===== src/iapc_defs.vh =====
/*
  Constants for the IP/ACH next-protocol check stage: register indices,
  field positions, reset values and fixed header offsets.
  Assumes inclusion by bare name from the stage's design file.
*/
`ifndef IAPC_DEFS_VH
`define IAPC_DEFS_VH

// Register indices on the plain register port
`define IAPC_REG_CTRL     6'h00
`define IAPC_REG_MATCH1   6'h01
`define IAPC_REG_M2VAL_HI 6'h02
`define IAPC_REG_M2VAL_LO 6'h03
`define IAPC_REG_M2MSK_HI 6'h04
`define IAPC_REG_M2MSK_LO 6'h05
`define IAPC_REG_OFFSETS  6'h06
`define IAPC_REG_UDP_VAL  6'h07
`define IAPC_REG_UDP_MSK  6'h08
`define IAPC_REG_FLOW_VAL 6'h09
`define IAPC_REG_FLOW_MSK 6'h0D
`define IAPC_REG_STATUS   6'h11
`define IAPC_REG_PAD      6'h12

// Control register fields
`define IAPC_CTRL_MODE_LSB  0
`define IAPC_CTRL_FSEL_LSB  2
`define IAPC_CTRL_FLOW_ENA  4
`define IAPC_CTRL_UDP_ENA   5
`define IAPC_CTRL_TS_CRC    6

// Match 1 fields
`define IAPC_M1_VAL_LSB   0
`define IAPC_M1_MSK_LSB   8
`define IAPC_M1_POS_LSB   16

// Offsets register fields
`define IAPC_OFS_M2POS_LSB 0
`define IAPC_OFS_FLOW_LSB  8
`define IAPC_OFS_NEXT_LSB  16

// Protocol select encodings
`define IAPC_MODE_V4     2'h0
`define IAPC_MODE_V6     2'h1
`define IAPC_MODE_OTH32  2'h2
`define IAPC_MODE_OTH128 2'h3

// Per-flow address select encodings
`define IAPC_FSEL_SRC    2'h0
`define IAPC_FSEL_DST    2'h1
`define IAPC_FSEL_EITHER 2'h2

// Reset values
`define IAPC_RST_CTRL    32'h00000000
`define IAPC_RST_WORD    32'h00000000
`define IAPC_RST_PAD     16'h0000

// Fixed header positions in bytes
`define IAPC_V4_SRC      9'h00C
`define IAPC_V4_DST      9'h010
`define IAPC_V6_SRC      9'h008
`define IAPC_V6_DST      9'h018
`define IAPC_V6_HDR_LEN  8'h28
`define IAPC_FRAG_HI     9'h006
`define IAPC_FRAG_LO     9'h007
`define IAPC_VER_V4      4'h4
`define IAPC_VER_V6      4'h6

`endif


===== src/iapc_next_protocol_check.v =====
/*
  IP/ACH next-protocol check stage: walks one header byte stream, checks
  version, fragment, header length, two match/mask sets, UDP ports and one
  flow, sums the segment for checksum status and keeps the pad word.
  Assumes the previous stage gives bytes on mclk starting at the IP header
  and a plain register port with read data one cycle after the strobe.
*/
// The address map and the strobed register port were chosen for this implementation.
// Operation
// - IPv6 offset to following protocol checked in bytes, UDP header excluded.
// - With UDP present, source and destination ports checked, one shared setting.
// - Flow match on source, destination or either IPv6 address as configured.
// - Pad word kept valid by adjusting it on every field change, checksum untouched; a pad write in the same cycle as a change wins instead.
// - Checksum is ones' complement of ones' complement sum including pad bytes.
// - IPv6 extension headers are not parsed; such frames are unsupported.
// - ACH checked as protocol only via version, channel type, protocol id.
// - ACH accepted directly after an MPLS label stack, in control word place.
// - IPSec only confirmed present; no egress modification; two-step timestamps only.
// - Ingress IPSec timestamp goes to reserved bytes or over CRC plus new CRC.
// - IPSec presence uses one 64-bit match/mask set over next header, length, SPI.
// - Fields: IPv4 4-bit length, 32-bit address; IPv6 8-bit, 128-bit; ports 32-bit.
// - Two-bit select: IPv4, IPv6, other 32-bit, other 128-bit address match.
// - Version 4 or 6 checked in IPv4 or IPv6 mode; none otherwise.
// - IPv4 matches only with zero fragment offset and zero more-fragments flag.
// - Match set 1 compares one byte; mask bit 1 significant, 0 ignored.
// - Match set 1 starts at a 5-bit offset from the IP header start.
// - Match set 2 is 64-bit, starting at a 7-bit offset from header start.
// - Per-flow select in IPv4/IPv6: source, destination or either address.
`include "iapc_defs.vh"

module iapc_next_protocol_check #(
  parameter CNT_W = 9
) (
  input  wire        mclk,
  input  wire        rst,
  input  wire [5:0]  regAddr,
  input  wire [31:0] regWdata,
  input  wire        regWr,
  input  wire        regRd,
  output reg  [31:0] regRdata,
  input  wire        inValid,
  input  wire        inSof,
  input  wire        inEof,
  input  wire [7:0]  inData,
  input  wire        chgValid,
  input  wire [15:0] chgOld,
  input  wire [15:0] chgNew,
  output reg         resValid,
  output reg         resPass,
  output reg         resFlow,
  output reg         resIpsec,
  output reg  [7:0]  resNextOffset,
  output reg         noEgressModify,
  output reg         tsOverCrc,
  output reg  [15:0] padWord
);

  // Ones' complement 16-bit addition with end-around carry
  function [15:0] onesAdd;
    input [15:0] a;
    input [15:0] b;
    reg   [16:0] s;
    begin
      s = {1'b0, a} + {1'b0, b};
      onesAdd = s[15:0] + {15'h0000, s[16]};
    end
  endfunction

  // Software-visible configuration
  reg  [31:0] ctrl;
  reg  [31:0] match1;
  reg  [63:0] m2Val;
  reg  [63:0] m2Msk;
  reg  [31:0] offsets;
  reg  [31:0] udpVal;
  reg  [31:0] udpMsk;
  reg  [31:0] flowValW [0:3];
  reg  [31:0] flowMskW [0:3];

  wire [1:0]  mode    = ctrl[`IAPC_CTRL_MODE_LSB +: 2];
  wire [1:0]  fSel    = ctrl[`IAPC_CTRL_FSEL_LSB +: 2];
  wire        flowEna = ctrl[`IAPC_CTRL_FLOW_ENA];
  wire        udpEna  = ctrl[`IAPC_CTRL_UDP_ENA];
  wire [7:0]  m1Val   = match1[`IAPC_M1_VAL_LSB +: 8];
  wire [7:0]  m1Msk   = match1[`IAPC_M1_MSK_LSB +: 8];
  wire [4:0]  m1Pos   = match1[`IAPC_M1_POS_LSB +: 5];
  wire [6:0]  m2Pos   = offsets[`IAPC_OFS_M2POS_LSB +: 7];
  wire [4:0]  flowOfs = offsets[`IAPC_OFS_FLOW_LSB +: 5];
  wire [7:0]  nextOfs = offsets[`IAPC_OFS_NEXT_LSB +: 8];
  wire [127:0] flowVal = {flowValW[0], flowValW[1], flowValW[2], flowValW[3]};
  wire [127:0] flowMsk = {flowMskW[0], flowMskW[1], flowMskW[2], flowMskW[3]};

  // Per-frame progress and check flags
  reg  [CNT_W-1:0] byteCnt;
  reg         verOk;
  reg         fragOk;
  reg         lenOk;
  reg         m1Ok;
  reg         m2Ok;
  reg         udpOk;
  reg         srcOk;
  reg         dstOk;
  reg  [15:0] sumAcc;
  reg  [7:0]  sumHi;
  reg  [7:0]  v6NextHdr;
  reg         sumOk;

  wire [CNT_W-1:0] idx = inSof ? {CNT_W{1'b0}} : byteCnt;

  // Flow field placement by protocol select
  // Other modes take the flow field from the programmed offset
  reg  [CNT_W-1:0] srcBase;
  reg  [CNT_W-1:0] dstBase;
  reg  [4:0]       fLen;
  always @* begin
    case (mode)
      `IAPC_MODE_V4: begin
        srcBase = `IAPC_V4_SRC;
        dstBase = `IAPC_V4_DST;
        fLen    = 5'h04;
      end
      `IAPC_MODE_V6: begin
        srcBase = `IAPC_V6_SRC;
        dstBase = `IAPC_V6_DST;
        fLen    = 5'h10;
      end
      `IAPC_MODE_OTH32: begin
        srcBase = {{(CNT_W-5){1'b0}}, flowOfs};
        dstBase = {{(CNT_W-5){1'b0}}, flowOfs};
        fLen    = 5'h04;
      end
      default: begin
        srcBase = {{(CNT_W-5){1'b0}}, flowOfs};
        dstBase = {{(CNT_W-5){1'b0}}, flowOfs};
        fLen    = 5'h10;
      end
    endcase
  end

  // Byte distances from each field start
  // Distances wrap below a field start; the >= tests mask that
  wire [CNT_W-1:0] d2   = idx - {{(CNT_W-7){1'b0}}, m2Pos};
  wire [CNT_W-1:0] dSrc = idx - srcBase;
  wire [CNT_W-1:0] dDst = idx - dstBase;
  wire [CNT_W-1:0] dUdp = idx - {{(CNT_W-8){1'b0}}, nextOfs};
  wire in2   = (idx >= {{(CNT_W-7){1'b0}}, m2Pos}) && (d2 < 8);
  wire inSrc = (idx >= srcBase) && (dSrc < {{(CNT_W-5){1'b0}}, fLen});
  wire inDst = (idx >= dstBase) && (dDst < {{(CNT_W-5){1'b0}}, fLen});
  wire inUdp = (idx >= {{(CNT_W-8){1'b0}}, nextOfs}) && (dUdp < 4);

  // Reference bytes, most significant byte first on the wire
  wire [7:0] m2V  = m2Val[8*(7-d2[2:0]) +: 8];
  wire [7:0] m2M  = m2Msk[8*(7-d2[2:0]) +: 8];
  wire [7:0] sV   = flowVal[8*(15-dSrc[3:0]) +: 8];
  wire [7:0] sM   = flowMsk[8*(15-dSrc[3:0]) +: 8];
  wire [7:0] dV   = flowVal[8*(15-dDst[3:0]) +: 8];
  wire [7:0] dM   = flowMsk[8*(15-dDst[3:0]) +: 8];
  wire [7:0] uV   = udpVal[8*(3-dUdp[1:0]) +: 8];
  wire [7:0] uM   = udpMsk[8*(3-dUdp[1:0]) +: 8];
  wire       isV4 = (mode == `IAPC_MODE_V4);
  wire       isV6 = (mode == `IAPC_MODE_V6);

  // Per-byte hits; a byte outside a field never spoils it
  // Version and length sit in byte 0, fragment bits in bytes 6 and 7
  wire hitM1  = (idx != {{(CNT_W-5){1'b0}}, m1Pos}) || (((inData ^ m1Val) & m1Msk) == 8'h00);
  wire hitM2  = !in2 || (((inData ^ m2V) & m2M) == 8'h00);
  wire hitSrc = !inSrc || (((inData ^ sV) & sM) == 8'h00);
  wire hitDst = !inDst || (((inData ^ dV) & dM) == 8'h00);
  wire hitUdp = !inUdp || (((inData ^ uV) & uM) == 8'h00);
  wire atVer  = (idx == {CNT_W{1'b0}});
  wire hitVer = !atVer || (isV4 ? (inData[7:4] == `IAPC_VER_V4) :
                isV6 ? (inData[7:4] == `IAPC_VER_V6) : 1'b1);
  wire hitFrg = !isV4 || ((idx != `IAPC_FRAG_HI || inData[5:0] == 6'h00) &&
                (idx != `IAPC_FRAG_LO || inData == 8'h00));
  wire hitLen = !isV4 || !atVer || ({2'b00, inData[3:0], 2'b00} == nextOfs);

  // Running segment sum, bytes paired high then low
  wire [15:0] sumWord = idx[0] ? {sumHi, inData} : {inData, 8'h00};
  wire [15:0] sumBase = inSof ? 16'h0000 : (idx[0] ? sumAcc : sumAcc);
  wire [15:0] sumPrev = idx[0] ? onesAdd(sumBase, {8'h00 - 8'h00, 8'h00}) : sumBase;
  wire [15:0] sumNext = idx[0] ? onesAdd(sumPrev, sumWord) : sumPrev;
  wire [15:0] sumEnd  = idx[0] ? sumNext : onesAdd(sumPrev, sumWord);

  // Frame walk: counter, check flags and sum
  // Flags restart on inSof and only fall while a frame runs
  always @(posedge mclk) begin
    if (rst) begin
      byteCnt   <= {CNT_W{1'b0}};
      verOk     <= 1'b1;
      fragOk    <= 1'b1;
      lenOk     <= 1'b1;
      m1Ok      <= 1'b1;
      m2Ok      <= 1'b1;
      udpOk     <= 1'b1;
      srcOk     <= 1'b1;
      dstOk     <= 1'b1;
      sumAcc    <= 16'h0000;
      sumHi     <= 8'h00;
      v6NextHdr <= 8'h00;
    end else if (inValid) begin
      if (idx != {CNT_W{1'b1}})
        byteCnt <= idx + 1'b1;
      verOk  <= (inSof | verOk) & hitVer;
      fragOk <= (inSof | fragOk) & hitFrg;
      lenOk  <= (inSof | lenOk) & hitLen;
      m1Ok   <= (inSof | m1Ok) & hitM1;
      m2Ok   <= (inSof | m2Ok) & hitM2;
      udpOk  <= (inSof | udpOk) & hitUdp;
      srcOk  <= (inSof | srcOk) & hitSrc;
      dstOk  <= (inSof | dstOk) & hitDst;
      if (!idx[0])
        sumHi <= inData;
      else
        sumAcc <= sumNext;
      if (inSof)
        sumAcc <= 16'h0000;
      if (idx == `IAPC_FRAG_HI)
        v6NextHdr <= inData;
    end
  end

  // Final verdict for the byte closing the frame
  // Stored flags merge with the current byte, so one-byte frames work too
  wire fVer  = (inSof | verOk) & hitVer;
  wire fFrg  = (inSof | fragOk) & hitFrg;
  // IPv6 header has a fixed length, so the offset must be exactly 40 bytes
  wire fHlen = ((inSof | lenOk) & hitLen) &&
               (!isV6 || nextOfs == `IAPC_V6_HDR_LEN);
  wire fM1   = (inSof | m1Ok) & hitM1;
  wire fM2   = (inSof | m2Ok) & hitM2;
  wire fUdp  = !udpEna || ((inSof | udpOk) & hitUdp);
  wire fSrc  = (inSof | srcOk) & hitSrc;
  wire fDst  = (inSof | dstOk) & hitDst;
  wire pass  = fVer & fFrg & fHlen & fM1 & fM2 & fUdp;
  reg  flowHit;
  always @* begin
    if (!isV4 && !isV6)
      flowHit = fSrc;
    else begin
      case (fSel)
        `IAPC_FSEL_SRC:    flowHit = fSrc;
        `IAPC_FSEL_DST:    flowHit = fDst;
        `IAPC_FSEL_EITHER: flowHit = fSrc | fDst;
        default:           flowHit = 1'b0;
      endcase
    end
  end
  wire ipsecHit = (isV4 | isV6) && (m2Msk != 64'h0) && fM2;

  // Result toward the next comparator, one pulse per frame end
  // Result bits hold between pulses for the status register
  always @(posedge mclk) begin
    if (rst) begin
      resValid       <= 1'b0;
      resPass        <= 1'b0;
      resFlow        <= 1'b0;
      resIpsec       <= 1'b0;
      resNextOffset  <= 8'h00;
      noEgressModify <= 1'b0;
      sumOk          <= 1'b0;
    end else begin
      resValid <= inValid & inEof;
      if (inValid && inEof) begin
        resPass        <= pass;
        resFlow        <= pass & flowEna & flowHit;
        resIpsec       <= pass & ipsecHit;
        resNextOffset  <= nextOfs;
        noEgressModify <= pass & ipsecHit;
        sumOk          <= (sumEnd == 16'hFFFF);
      end
    end
  end

  // Pad word follows every field change so the checksum stays put
  // A software write in the same cycle as a change wins
  always @(posedge mclk) begin
    if (rst)
      padWord <= `IAPC_RST_PAD;
    else if (regWr && regAddr == `IAPC_REG_PAD)
      padWord <= regWdata[15:0];
    else if (chgValid)
      padWord <= onesAdd(onesAdd(padWord, chgOld), ~chgNew);
  end

  // Timestamp placement choice for ingress IPSec frames
  // Only steers the later rewriter; this stage never edits the frame
  always @(posedge mclk) begin
    if (rst)
      tsOverCrc <= 1'b0;
    else
      tsOverCrc <= ctrl[`IAPC_CTRL_TS_CRC];
  end

  // Register writes
  // Reserved bits are stored as zero so reads return zero
  integer i;
  always @(posedge mclk) begin
    if (rst) begin
      ctrl    <= `IAPC_RST_CTRL;
      match1  <= `IAPC_RST_WORD;
      m2Val   <= {`IAPC_RST_WORD, `IAPC_RST_WORD};
      m2Msk   <= {`IAPC_RST_WORD, `IAPC_RST_WORD};
      offsets <= `IAPC_RST_WORD;
      udpVal  <= `IAPC_RST_WORD;
      udpMsk  <= `IAPC_RST_WORD;
      for (i = 0; i < 4; i = i + 1) begin
        flowValW[i] <= `IAPC_RST_WORD;
        flowMskW[i] <= `IAPC_RST_WORD;
      end
    end else if (regWr) begin
      case (regAddr)
        `IAPC_REG_CTRL:     ctrl <= {25'h0000000, regWdata[6:0]};
        `IAPC_REG_MATCH1:   match1 <= {11'h000, regWdata[20:0]};
        `IAPC_REG_M2VAL_HI: m2Val[63:32] <= regWdata;
        `IAPC_REG_M2VAL_LO: m2Val[31:0] <= regWdata;
        `IAPC_REG_M2MSK_HI: m2Msk[63:32] <= regWdata;
        `IAPC_REG_M2MSK_LO: m2Msk[31:0] <= regWdata;
        `IAPC_REG_OFFSETS:  offsets <= {8'h00, regWdata[23:16], 3'h0,
                                        regWdata[12:8], 1'b0, regWdata[6:0]};
        `IAPC_REG_UDP_VAL:  udpVal <= regWdata;
        `IAPC_REG_UDP_MSK:  udpMsk <= regWdata;
        default: begin
          for (i = 0; i < 4; i = i + 1) begin
            if (regAddr == `IAPC_REG_FLOW_VAL + i[5:0])
              flowValW[i] <= regWdata;
            if (regAddr == `IAPC_REG_FLOW_MSK + i[5:0])
              flowMskW[i] <= regWdata;
          end
        end
      endcase
    end
  end

  // Read mux, unmapped addresses read zero
  // Own loop index, so the write process stays the only driver of i
  integer    j;
  reg [31:0] rdMux;
  always @* begin
    rdMux = 32'h00000000;
    case (regAddr)
      `IAPC_REG_CTRL:     rdMux = ctrl;
      `IAPC_REG_MATCH1:   rdMux = match1;
      `IAPC_REG_M2VAL_HI: rdMux = m2Val[63:32];
      `IAPC_REG_M2VAL_LO: rdMux = m2Val[31:0];
      `IAPC_REG_M2MSK_HI: rdMux = m2Msk[63:32];
      `IAPC_REG_M2MSK_LO: rdMux = m2Msk[31:0];
      `IAPC_REG_OFFSETS:  rdMux = offsets;
      `IAPC_REG_UDP_VAL:  rdMux = udpVal;
      `IAPC_REG_UDP_MSK:  rdMux = udpMsk;
      `IAPC_REG_STATUS:   rdMux = {16'h0000, v6NextHdr, 3'h0, sumOk,
                                   resIpsec, resFlow, resPass, 1'b0};
      `IAPC_REG_PAD:      rdMux = {16'h0000, padWord};
      default: begin
        for (j = 0; j < 4; j = j + 1) begin
          if (regAddr == `IAPC_REG_FLOW_VAL + j[5:0])
            rdMux = flowValW[j];
          if (regAddr == `IAPC_REG_FLOW_MSK + j[5:0])
            rdMux = flowMskW[j];
        end
      end
    endcase
  end

  // Read data stands only in the cycle after the strobe
  always @(posedge mclk) begin
    if (rst)
      regRdata <= 32'h00000000;
    else if (regRd)
      regRdata <= rdMux;
    else
      regRdata <= 32'h00000000;
  end

endmodule


===== config.mk =====
export PLATFORM = sky130hd
export DESIGN_NAME = iapc_next_protocol_check
export DESIGN_NICKNAME = d
export VERILOG_FILES = /design/src/iapc_next_protocol_check.v
export VERILOG_INCLUDE_DIRS = /design/src
export SDC_FILE = /design/constraint.sdc
export NUM_CORES = 2
export LEC_CHECK = 0
export ABC_AREA = 1
export BUFFER_PORTS_ARGS = -buffer_cell sky130_fd_sc_hd__buf_4
export CAP_MARGIN = 20
export CELL_PAD_IN_SITES_DETAIL_PLACEMENT = 0
export CELL_PAD_IN_SITES_GLOBAL_PLACEMENT = 1
export CORE_MARGIN = 1
export CORE_UTILIZATION = 46
export CTS_CLUSTER_DIAMETER = 60
export DETAILED_ROUTE_END_ITERATION = 6
export GPL_TIMING_DRIVEN = 1
export PLACE_DENSITY_LB_ADDON = 0.1
export SLEW_MARGIN = 20
export SYNTH_ARGS = -nofsm -noshare
export SYNTH_HDL_FRONTEND = slang
export SYNTH_SLANG_ARGS = --single-unit

===== constraint.sdc =====
create_clock -name mclk -period 6.8 [get_ports mclk]
set_input_delay 1.02 -clock mclk [delete_from_list [all_inputs] [get_ports mclk]]
set_output_delay 1.02 -clock mclk [all_outputs]
set_load 0.005 [all_outputs]

# Word level (Yosys, flattened, before mapping)

Memories as Yosys holds them, arrays and structs flattened.
Index checks and enable logic that the tools add are counted.

Logic and storage cells: 278
Bits of input ports: 86
Bits in registers: 351
Bits in writable memories: 256
Memories: 2

Memories:

| name     | depth | bits a word | read ports | clocked after memory_dff | wr ports | RTL line                      | text |
|---|---|---|---|---|---|---|---|
| flowMskW | 4     | 32          | 4          | 0                        | 4        | iapc_next_protocol_check.v:78 | `reg [31:0] flowMskW [0:3];` |
| flowValW | 4     | 32          | 4          | 0                        | 4        | iapc_next_protocol_check.v:77 | `reg [31:0] flowValW [0:3];` |

Bitwise operators: 48
Add/sub/neg operators: 15
Muxes and demuxes: 73
Shifts and indexed selects: 8
Equality and inequality tests: 32
$lt $le $gt $ge: 8
Reduce and logical (&&, ||, !) cells: 62

Operator list:

| cell               | number |
|---|---|
| $mux 32            | 16 |
| $shiftx 128x33->8  | 4 |
| $pmux 32 s11       | 1 |
| $shiftx 64x33->8   | 2 |
| $mux 16            | 6 |
| $shiftx 32x33->8   | 2 |
| $reduce_bool 64->1 | 1 |
| $add 16x16->17     | 3 |
| $add 16x1->16      | 3 |
| $eq 6x4->1 const B | 8 |
| $logic_not 8->1    | 6 |
| $mux 1             | 45 |
| $and 8x8->8        | 5 |
| $xor 8x8->8        | 5 |
| $reduce_and 2->1   | 13 |
| $eq 6x3->1 const B | 4 |
| $pmux 5 s2         | 2 |
| $eq 6x5->1 const B | 3 |
| $ge 9x9->1         | 2 |
| $lt 9x5->1         | 2 |
| $ne 9x3->1 const B | 2 |
| $or 1x1->1         | 18 |
| $sub 9x9->9        | 2 |
| $and 1x1->1        | 17 |
| 35 further kinds   | 74 |

# Longest topological paths before layout

Word-level depth: 14
Depth in mapped cells: 48
Depth with buffers taken out: 48

# Worst setup path before layout

Ideal clock, no wire load.

Path type: input-to-reg
From: input chgOld[0]
To: register padWord[12]
Cell stages on the path: 46
Path slack: 0.478 ns
Path buffers: 0
Data required time: 6.668 ns
Data arrival time: 6.190 ns
Path through: ha_1 inv_1 fa_1 o21ai_2 nand2_1 nand2_1 a21boi_1 o21ai_1 nand2_1 o21ai_0 ha_1 nand2_1 nor2_1 inv_1 or2_4 nor2_2 nand2_2 nor2_4 [... 10 more ...] nand3_1 nand3_1 nand2_1 nand2_1 a21oi_1 o21bai_1 ha_1 ha_1 inv_1 nor2_1 nand3b_1 nor2_1 nand3_2 nor2_2 nand2_1 xor2_1 nand2_1 a21oi_1

Cells in the longest elaborated chain, start to end: 6

RTL lines:

| item                 | RTL line                       | text |
|---|---|---|
| start, declared      | iapc_next_protocol_check.v:46  | `input wire [15:0] chgOld,` |
| $add 16x16->17       | iapc_next_protocol_check.v:64  | `s = {1'b0, a} + {1'b0, b};` |
| $add 16x1->16        | iapc_next_protocol_check.v:65  | `onesAdd = s[15:0] + {15'h0000, s[16]};` |
| $add 16x16->17       | iapc_next_protocol_check.v:64  |  |
| $add 16x1->16        | iapc_next_protocol_check.v:65  |  |
| $mux 16              | iapc_next_protocol_check.v:281 | `else if (chgValid)` |
| $mux 16              | iapc_next_protocol_check.v:279 | `` else if (regWr && regAddr == `IAPC_REG_PAD) `` |
| end signal, assigned | iapc_next_protocol_check.v:278 | `` padWord <= `IAPC_RST_PAD; `` |
| end signal, assigned | iapc_next_protocol_check.v:280 | `padWord <= regWdata[15:0];` |
| end signal, assigned | iapc_next_protocol_check.v:282 | `padWord <= onesAdd(onesAdd(padWord, chgOld), ~chgNew);` |
| end, declared        | iapc_next_protocol_check.v:55  | `output reg [15:0] padWord` |

Every way passes these cells. The select of a mux whose other input is x is not followed.
A chain may end at the register's enable or synchronous reset.

# Final worst setup path

Ends and elaborated chain as after synthesis.

==> results.toml <==
[status]
run_status = "finished clean"

[min_path]
min_from = "sumHi[0]$_SDFFE_PP0P_"
hp-class = "flop to flop"

[synth]
yosys.area_share.adder_pct = 3.275
synth_xor_area_share_pct = 1.369
yosysMostFrequentCell = "nand2_1"
yosys.area_share.simple_pct = 27.17
ys_seq_elements = 607
yosysTopAreaCellShare_pct = 21.73
synth_top_flop_cell = "dfxtp_1"
synth_nets = 5128
synth_warnings = 0
synth_compound_area_share_pct = 17.96
synth_top_family_by_area = "simple AND/OR/NAND/NOR gates"
synthTopCellsByCount = "nand2_1 (1,216), nor2_1 (509), o21ai_0 (460)"
syn_area_per_cell_sq_um = 7.143
synth_edf_count = 256
ys_types = 63
syn_area_sq_mm = 0.03538
synthMuxAreaShare_pct = 0
synthTopCellsByArea = "edfxtp_1 (22%), dfxtp_1 (20%), nand2_1 (13%)"
syn_inst = 4953
synthArstFlopShare_pct = 0
synth_top_cell_by_area = "edfxtp_1"
yosysSeqAreaShare_pct = 41.59

[floorplanning]
die-area_sq_mm = 0.07802
core.rowCount = 101
io_pins = 148
core_sq_mm = 0.07608
initial_core_util_pct = 46.50
die_w_um = 279.3
die_h_um = 279.3

[layout]
area_delta_synth_final_pct = 13.66
multi_input_area_sq_mm = 0.01783
n_fill_cell = 7596
finalInstanceArea_sq_mm = 0.04021
postLayoutCoreUtil_pct = 52.86
drive_gt1_share_pct = 10.38
regArea_sq_mm = 0.01471
finalNetCount = 5175

[setup_path]
cp_slowest_cell = "fa_2"
worstReg2RegStart = "padWord[0]$_SDFFE_PP0P_"
crit_fanout = 4
critical_path_required_ns = 7.25
worst_ep_arrival_time_ns = 6.61
max_stage_delay_ns = 0.35
critPathCaptureType = "flop"
start_kind = "input pin"
crit_type = "input pin to flop"
cp-startpoint = "chgOld[0]"
cp_common_cell = "nand2_1"

[sta]
hold_violations = 0
setup_viol = 0
period_share_pct = 90.54
fin_crit_ns = 6.157
fin_skew_ns = 0.03238
drv_slew = 0
relSlewSlack_pct = 19.71
max_freq_mhz = 162.4
tightest_slew_ns = 1.201

[pwr]
powerDensity_mw_per_mm2 = 284.8
vdd_drop_max_mv = 0.3073
p_leak_nw = 17.15

[grt]
grt_overflow = 0
grt_antenna_before_repair = 4
grt_max_degree = 212
grt_pass1_vias = 32480
track_usage_pct = 36.92
grt_pass1_wl_mm = 214.2

[place]
place.gp.congestion = 0.9349
hpwlAfterDp_mm = 103.9
dpl-instance-area_sq_mm = 0.03764
port_buffers = 147

[drt]
post-route-drc-count = 0
ant_nets = 0
vias = 35382
wl_mm = 146.7
drtPass1Iterations = 6
avgRoutedWirePerCell_um = 24.09
drt_iter0_markers = 4243
viasPerCell = 5.811

[clocking]
cts_buffers = 72
ctsHtreeMaxLevel = 3
cts_root_buf = "clkbuf_16"
cts.clk_slew.worst_paths_ns = 0.06
cts_tree = "done"
clk_latency_ns = 0.63
ctsHoldBuffers = 0
clock-sinks = 607
cts_buffer_depth = 3

[run]
cap_violations = 0
[flip-flops by register name, summed over array words and instances (netlist names), 8 cells and up]
| register | cells |
|---|---|
| flowMskW | 128 |
| flowValW | 128 |
| m2Msk | 64 |
| m2Val | 64 |
| regRdata | 32 |
| udpMsk | 32 |
| udpVal | 32 |
| match1 | 21 |
| offsets | 20 |
| padWord | 16 |
| sumAcc | 16 |
| byteCnt | 9 |
| resNextOffset | 8 |
| sumHi | 8 |
| v6NextHdr | 8 |
[critical path, delay by kind of cell]
family,cells,cell delay (ns)
AO/OA/AOI/OAI,9,1.06
XOR/XNOR,1,0.14
adder cells (fa/ha/maj),6,1.26
buffers and inverters,10,0.76
AND/OR/NAND/NOR,23,2.36
[cell families (layout without fill, tap and decap cells)]
logic type | count (synthesis) | in the layout
other | 0 | 2
adder cells (fa/ha/maj) | 89 | 89
XOR/XNOR | 51 | 51
buffers and inverters | 768 | 872
flip-flops | 607 | 607
AO/OA/AOI/OAI | 1147 | 1147
AND/OR/NAND/NOR | 2291 | 2291
[cell type report]
cell class,count,area share [%]
clock inverters,37,1.092
clock buffers,94,5.066
well taps,1030,3.205
diodes,2,0.01245
inverters,460,4.325
flip-flops and latches,607,36.59
repair buffers,281,5.358
multi-input cells,3578,44.35
[where the power goes]
group | switching (mW) | internal, mW | leakage, nW
Combinational | 2.05 | 1.22 | 10.7
Sequential | 0.122 | 3.95 | 5.27
Clock | 1.67 | 2.43 | 1.22
Total | 3.85 | 7.61 | 17.2
[worst paths after layout]
check | end | slack, ns | cells past startpoint
hold reg to reg | sumHi[0]$_SDFFE_PP0P_ | 0.45 | 2
hold / removal | sumHi[0]$_SDFFE_PP0P_ | 0.45 | 2
setup / recovery | padWord[12]$_SDFFE_PP0P_ | 0.64 | 49
setup reg to reg | padWord[12]$_SDFFE_PP0P_ | 0.77 | 48
[placed cells by master, fill, tap and decap left out, drive strengths merged, types with 12 or more instances in the layout]
master   count
a22oi       14
edfxtp     256
or2         15
ha          83
xnor2       18
nand2     1230
nor3        21
nor2       533
dfxtp      351
a21oi      461
o211ai      40
xor2        33
clkbuf      94
a41oi       20
a2111oi     12
o21ai      471
buf        281
a221oi      33
clkinv      28
nor4        23
nand3      407
nand4       53
inv        458
a31oi       16
o22ai       34
[stage by stage]
step / hold slack, ns / power, mW / std cells / setup TNS [ns] / worst slack, ns
2_1_floorplan: 0.4128 / 6.163 / 4953 / 0 / 0.4783
3_3_place_gp: 0.4356 / 7.351 / 5954 / -0.5943 / -0.2334
3_5_place_dp: 0.4411 / 7.353 / 5954 / -2.268 / -0.4583
4_1_cts: 0.4489 / 11.42 / 6085 / 0 / 0.1418
5_1_grt: 0.4696 / 12.00 / 6089 / -0.01142 / -0.01142
6_report: 0.4499 / 11.45 / 6089 / 0 / 0.6431
[routing by layer]
layer | GRT usage (%) | wire length [um] | vias to the layer above
li1 | - | - | 16714
met1 | 50.09 | 60550 | 16504
met2 | 56.58 | 64470 | 1870
met3 | 6.814 | 14050 | 294
met4 | 17.70 | 7586 | 0
met5 | 0 | 0 | -
[what timing repair did]
action | CTS | global route
resized for setup | 0 | 15
buffers inserted | 0 | 1
endpoints found under the setup margin | 0 | 11
Note: power is estimated with default switching activity, not from simulation.
